===== src/verilog/rotdec_pkg.sv =====
// Package of constants and types for the rotary encoder decoder
package rotdec_pkg;

   // =====================================================================
   // Decode settings
   // =====================================================================
   localparam logic [2:0] ROTDEC_SET_MID    = 3'h1;
   localparam logic [2:0] ROTDEC_SET_LOW_A  = 3'h2;
   localparam logic [2:0] ROTDEC_SET_LOW_B  = 3'h3;
   localparam logic [2:0] ROTDEC_SET_KEYS   = 3'h4;
   localparam logic [2:0] ROTDEC_SET_FINE   = 3'h5;

   // =====================================================================
   // History and reset values
   // =====================================================================
   localparam int         ROTDEC_HIST_DEPTH = 4;
   localparam int         ROTDEC_PTR_W      = 2;
   localparam logic [1:0] ROTDEC_STATE_RST  = 2'h0;
   localparam logic [1:0] ROTDEC_PTR_RST    = 2'h0;
   localparam logic [1:0] ROTDEC_FILL_RST   = 2'h0;
   localparam logic [1:0] ROTDEC_FILL_FULL  = 2'h3;

   // Step request carried from decoder to outputs
   typedef struct packed {
      logic up;
      logic down;
   } rotdec_step_s;

   // Decoder phases
   typedef enum logic [2:0] {
      ROTDEC_IDLE   = 3'b001,
      ROTDEC_RECORD = 3'b010,
      ROTDEC_EVAL   = 3'b100
   } rotdec_phase_e;

endpackage : rotdec_pkg


===== src/verilog/rotdec_top.sv =====
// Rotary encoder decoder: switch history, sequence matching, step pulses

// What this block does
// - Outside setting 4, each change of the two switch inputs still present in IDLE is written into a cyclic history.
// - After each recorded change from the third on, the three newest states are checked for a step.
// - Four three-state sequences per direction exist in one switch cycle.
// - Settings 2 or 3 watch one sequence pair: one step per cycle.
// - Setting 1 watches two sequence pairs: two steps per cycle.
// - Setting 5 gives finest resolution, 1 middle, 2 or 3 coarsest.
// - Setting 4 treats inputs as Up and Down keys, one step per press.
// - Only full monotonic sequences count, so bounce cannot alternate steps.
module rotdec_top (
   input  wire logic       ref_clk_in,
   input  wire logic       reset_n_in,
   input  wire logic [1:0] sw_in,
   input  wire logic [2:0] setting_in,
   output logic            step_up_out,
   output logic            step_down_out
);
   import rotdec_pkg::*;

   // =====================================================================
   // Helpers
   // =====================================================================
   // Position of a state in the forward Gray cycle
   function automatic logic [1:0] gray_pos(input logic [1:0] s);
      case (s)
         2'h0: gray_pos = 2'h0;
         2'h1: gray_pos = 2'h1;
         2'h3: gray_pos = 2'h2;
         default: gray_pos = 2'h3;
      endcase
   endfunction : gray_pos

   // Whether a sequence ending at this position is watched by the setting
   function automatic logic watched(input logic [2:0] set, input logic [1:0] pos);
      case (set)
         ROTDEC_SET_FINE:  watched = 1'b1;
         ROTDEC_SET_MID:   watched = (pos[0] == 1'b0);
         ROTDEC_SET_LOW_A,
         ROTDEC_SET_LOW_B: watched = (pos == 2'h0);
         default:          watched = 1'b0;
      endcase
   endfunction : watched

   // =====================================================================
   // State
   // =====================================================================
   rotdec_phase_e         phase_ff,  nxt_phase;
   logic [1:0]            last_ff,   nxt_last;
   logic [1:0]            prev_ff,   nxt_prev;
   logic [1:0]            fill_ff,   nxt_fill;
   logic [ROTDEC_PTR_W-1:0] wptr_ff, nxt_wptr;
   logic [1:0]            key_ff,    nxt_key;
   rotdec_step_s          step_ff,   nxt_step;
   logic                  hist_we;
   logic [ROTDEC_PTR_W-1:0] rptr;
   logic [1:0]            oldest;
   logic [1:0]            p0, p1, p2;
   logic                  fwd, rev;
   logic                  keys;

   assign keys = (setting_in == ROTDEC_SET_KEYS);

   rotdec_hist u_hist (
      .ref_clk_in  (ref_clk_in),
      .reset_n_in  (reset_n_in),
      .wr_en_in    (hist_we),
      .wr_ptr_in   (wptr_ff),
      .wr_data_in  (sw_in),
      .rd_ptr_in   (rptr),
      .rd_data_out (oldest)
   );

   // Read slot two behind the newest write, valid one cycle later in EVAL
   assign rptr = wptr_ff - 2'h3;

   // =====================================================================
   // Sequence match
   // =====================================================================
   // gray order
   always_comb begin
      p0 = gray_pos(oldest);
      p1 = gray_pos(prev_ff);
      p2 = gray_pos(last_ff);
   end

   always_comb begin
      fwd = (p1 == p0 + 2'h1) && (p2 == p1 + 2'h1);
      rev = (p1 == p0 - 2'h1) && (p2 == p1 - 2'h1);
   end

   // =====================================================================
   // Next state
   // =====================================================================
   always_comb begin
      nxt_phase = phase_ff;
      nxt_last  = last_ff;
      nxt_prev  = prev_ff;
      nxt_fill  = fill_ff;
      nxt_wptr  = wptr_ff;
      nxt_key   = sw_in;
      nxt_step  = '0;
      hist_we   = 1'b0;
      if (keys) begin
         nxt_step.up   = sw_in[0] & ~key_ff[0];
         nxt_step.down = sw_in[1] & ~key_ff[1];
         nxt_phase     = ROTDEC_IDLE;
         nxt_last      = sw_in;
      end else begin
         case (phase_ff)
            ROTDEC_IDLE: begin
               if (sw_in != last_ff) begin
                  hist_we   = 1'b1;
                  nxt_wptr  = wptr_ff + 2'h1;
                  nxt_prev  = last_ff;
                  nxt_last  = sw_in;
                  nxt_phase = ROTDEC_RECORD;
                  if (fill_ff != ROTDEC_FILL_FULL) begin
                     nxt_fill = fill_ff + 2'h1;
                  end
               end
            end
            ROTDEC_RECORD: begin
               nxt_phase = ROTDEC_EVAL;
            end
            ROTDEC_EVAL: begin
               if (fill_ff == ROTDEC_FILL_FULL) begin
                  nxt_step.up   = fwd && watched(setting_in, p2);
                  nxt_step.down = rev && watched(setting_in, p2);
               end
               nxt_phase = ROTDEC_IDLE;
            end
            default: nxt_phase = ROTDEC_IDLE;
         endcase
      end
   end

   // Changes arriving during RECORD/EVAL are picked up in IDLE next
   always_ff @(posedge ref_clk_in) begin
      if (!reset_n_in) begin
         phase_ff <= ROTDEC_IDLE;
         last_ff  <= ROTDEC_STATE_RST;
         prev_ff  <= ROTDEC_STATE_RST;
         fill_ff  <= ROTDEC_FILL_RST;
         wptr_ff  <= ROTDEC_PTR_RST;
         key_ff   <= ROTDEC_STATE_RST;
         step_ff  <= '0;
      end else begin
         phase_ff <= nxt_phase;
         last_ff  <= nxt_last;
         prev_ff  <= nxt_prev;
         fill_ff  <= nxt_fill;
         wptr_ff  <= nxt_wptr;
         key_ff   <= nxt_key;
         step_ff  <= nxt_step;
      end
   end

   assign step_up_out   = step_ff.up;
   assign step_down_out = step_ff.down;
endmodule : rotdec_top


===== src/verilog/rotdec_hist.sv =====
// Small cyclic memory holding the recent switch states
module rotdec_hist (
   input  wire logic                            ref_clk_in,
   input  wire logic                            reset_n_in,
   input  wire logic                            wr_en_in,
   input  wire logic [rotdec_pkg::ROTDEC_PTR_W-1:0] wr_ptr_in,
   input  wire logic [1:0]                      wr_data_in,
   input  wire logic [rotdec_pkg::ROTDEC_PTR_W-1:0] rd_ptr_in,
   output logic      [1:0]                      rd_data_out
);
   import rotdec_pkg::*;

   logic [1:0] mem_ff [ROTDEC_HIST_DEPTH];
   logic [1:0] rd_ff;

   // =====================================================================
   // Storage and registered read port
   // =====================================================================
   // Read returns old data on same address; reader always looks at older slots
   always_ff @(posedge ref_clk_in) begin
      if (!reset_n_in) begin
         for (int i = 0; i < ROTDEC_HIST_DEPTH; i++) begin
            mem_ff[i] <= ROTDEC_STATE_RST;
         end
         rd_ff <= ROTDEC_STATE_RST;
      end else begin
         if (wr_en_in) begin
            mem_ff[wr_ptr_in] <= wr_data_in;
         end
         rd_ff <= mem_ff[rd_ptr_in];
      end
   end

   assign rd_data_out = rd_ff;

endmodule : rotdec_hist


===== config.mk =====
export PLATFORM = sky130hd
export DESIGN_NAME = rotdec_top
export DESIGN_NICKNAME = d
export VERILOG_FILES = /design/src/verilog/rotdec_pkg.sv /design/src/verilog/rotdec_top.sv /design/src/verilog/rotdec_hist.sv
export SDC_FILE = /design/constraint.sdc
export NUM_CORES = 1
export LEC_CHECK = 0
export ABC_AREA = 1
export BUFFER_PORTS_ARGS = -buffer_cell sky130_fd_sc_hd__buf_4
export CORE_ASPECT_RATIO = 1.1
export CORE_MARGIN = 2
export CORE_UTILIZATION = 63
export DETAILED_ROUTE_END_ITERATION = 6
export PLACE_DENSITY = 0.82
export SETUP_SLACK_MARGIN = 0.05
export SLEW_MARGIN = 30
export SYNTH_ARGS = -nofsm -noshare
export SYNTH_HDL_FRONTEND = slang
export SYNTH_SLANG_ARGS = --single-unit

===== constraint.sdc =====
create_clock -name ref_clk_in -period 3.15 [get_ports ref_clk_in]
set_input_delay 0.4725 -clock ref_clk_in [delete_from_list [all_inputs] [get_ports ref_clk_in]]
set_output_delay 0.4725 -clock ref_clk_in [all_outputs]
set_load 0.1 [all_outputs]

==> flow_summary.yaml <==
run_status:
  status: "finished clean"
routing:
  wirelength_um: 2620
  drt_first_pass_iters: 5
  drc_errors: 0
  via_per_inst: 5.35
  wire_per_inst_um: 11.3
  drt-initial-drc-count: 62
  vias: 1241
  drtAntennaViolNets: 0
hold_path:
  min_path_type: "input port to flop"
  hold_end: "last_ff[0]$_SDFFE_PN0P_"
  min_from: "sw_in[0]"
  min_path_cells: 3
flow_run:
  max_cap_violations: 0
clock_tree:
  cts_tree: "done"
  cts_made_buffers: 3
  htree_levels: 1
  post_cts_resized: 0
  clkTransAtPathRegs_ns: 0.13
  cts-root-buf: "clkbuf_4"
  hold_buffers: 0
  clock_sinks: 25
  worstSkewPairLatency_ns: 0.32
  postCtsSetupBuffers: 0
  clock_path_buffers: 2
cells_and_area:
  nets: 220
  fillers: 171
  area.growth.synth_to_final_pct: 7.60
  drive_gt1_frac: 0.118
  layout_commonest_cell: "nand2_1"
  stdcell_count: 232
  regArea_um2: 581
  final_cell_mix: "nand2_1, inv_1, nor2_1"
  diodes: 0
  utilization: 0.730
  fin_area_um2: 1510
  multi_input_area_um2: 699
worst_setup_path:
  rrSetupSlack_ns: 1.54
  end_kind: "flop"
  crit_family: "simple AND/OR/NAND/NOR gates"
  cpMaxStageDelayCell: "dfxtp_1"
  worstReg2RegEnd: "u_hist.mem_ff[3][1]$_DFFE_PP_"
  worstSetupStartpointType: "flop"
  crit_required_ns: 3.19
  cpMostUsedCell: "nand2_1"
  crit_chain: "inv_2, nand2_1, nand2_1, nand2_2, nand3b_2, o21ai_2"
  r2r-start: "last_ff[0]$_SDFFE_PN0P_"
  critical_path_class: "flop to flop"
  r2r_cells: 6
  cp_num_buf_inv: 1
  cpPeakStageDelay_ns: 0.47
  cp.arrival_ns: 1.65
  crit_path_max_fanout: 11
timing:
  fmax_ghz: 0.623
  relSlewSlack: 0.788
  fin_ws_ns: 1.54
  finalSetupViolCount: 0
  final-max-slew-violation-count: 0
  setup_tns_ns: 0
  rsz0062_at_grt: "no"
  finalClockSkew_ns: 0.00168
  finalCritPeriodShare: 0.510
  hold_ws_ns: 0.413
  finalHoldViolations: 0
  min_period_ns: 1.61
  worst_slew_pin_slew_ns: 0.318
pwr:
  p_clk_frac: 0.130
  p_leak_nw: 0.810
  comb_power_share: 0.452
  powerDensity_nw_per_um2: 741
  total_power_mw: 1.12
  p_sw_mw: 0.489
  peakVddDrop_mv: 0.555
  p_int_mw: 0.627
  seqPwrFrac: 0.418
  swShare: 0.439
die:
  coreArea_um2: 2060
  die_y_um: 53.4
  die_area_um2: 2620
  start_util: 0.679
  ioPinCount: 9
  die_w_um: 49.0
  placementRows: 17
synthesis:
  synth-seq-cells: 25
  synth_area_um2: 1400
  syn_inst: 194
  yosysWarnings: 0
  syn_nets: 209
  ys_types: 22
  syn_area_per_cell_um2: 7.22
  synth-seq-area-share: 0.415
global_routing:
  antenna_found_initial: 0
  track_usage: 0.224
  grt_pass1_vias: 1076
  grt_pass1_wl_um: 4300
  grt_max_degree: 16
  grt-ovfl-total: 0
place:
  gp_congestion: 0.889
  post_dp_cell_area_um2: 1480
  portBuffers: 8
  hpwl_um: 2020
  preCtsSetupSlack_ns: 1.47
  dpl.cell_count: 228
-- layer usage --
metal,global-route usage,share of wire,vias to the layer above
li1,-,-,634
met1,0.246,0.45,551
met2,0.420,0.49,47
met3,0.0424,0.038,9
met4,0.105,0.021,0
met5,0,0,-
-- logic make-up after synthesis --
group                    Yosys count  share of synthesized area
AO/OA/AOI/OAI                      6                     0.0286
XOR/XNOR                           1                    0.00626
adder cells (fa/ha/maj)            8                     0.0715
buffers and inverters             30                     0.0858
flip-flops                        25                      0.415
AND/OR/NAND/NOR                  124                      0.393
-- worst register-to-register path: cells and delay by family (launching register included) --
kind            cells  cell delay, ns
compound gates      1            0.25
buf+inv             1            0.11
flops               1            0.47
simple gates        4            0.50
-- flip-flops by register name (all words and copies together), names as in the netlist, 2 cells and up --
name	count
fill_ff	2
key_ff	2
last_ff	2
phase_ff	3
prev_ff	2
u_hist.mem_ff	8
u_hist.rd_data_out	2
wptr_ff	2
-- worst max path at each step --
stage	startpoint	slack, ns	cells past startpoint	endpoint
2_1_floorplan	setting_in[0]	1.72	6	u_hist.mem_ff[1][0]$_SDFFCE_PN0P_
3_5_place_dp	reset_n_in	1.47	5	u_hist.mem_ff[2][0]$_SDFFCE_PN0P_
4_1_cts	last_ff[0]$_SDFFE_PN0P_	1.58	6	u_hist.mem_ff[3][1]$_DFFE_PP_
5_1_grt	last_ff[0]$_SDFFE_PN0P_	1.46	6	u_hist.mem_ff[3][1]$_DFFE_PP_
6_report	last_ff[0]$_SDFFE_PN0P_	1.54	6	u_hist.mem_ff[3][1]$_DFFE_PP_
3_3_place_gp	sw_in[0]	1.53	7	u_hist.mem_ff[3][0]$_DFFE_PP_
-- Yosys cell counts, drive strengths merged --
library cell	count	area share
ha	8	0.071
nand3	23	0.086
buf	1	0.0080
nand2	66	0.18
xnor2	1	0.0063
nand4	4	0.027
nor3	3	0.018
dfxtp	17	0.24
edfxtp	8	0.17
nand3b	1	0.0080
clkbuf	1	0.0027
inv	28	0.075
a31oi	2	0.0089
o21ai	4	0.020
nor2	27	0.076
-- power by group through the flow --
| stage | clock network (mW) | logic (mW) | registers, mW |
|---|---|---|---|
| floorplan | 0 | 0.413 | 0.461 |
| global placement | 0 | 0.475 | 0.468 |
| detailed placement | 0 | 0.495 | 0.473 |
| CTS | 0.144 | 0.498 | 0.465 |
| global route | 0.153 | 0.571 | 0.474 |
| finish | 0.145 | 0.504 | 0.467 |
-- final cells by class --
class	instances	area share
multi-input combinational	139	0.464
sequential	25	0.385
inverter	28	0.0698
timing repair buffer	8	0.0399
tap	28	0.0233
clock buffer	4	0.0174
No activity file was read; power rests on OpenSTA's default activity.
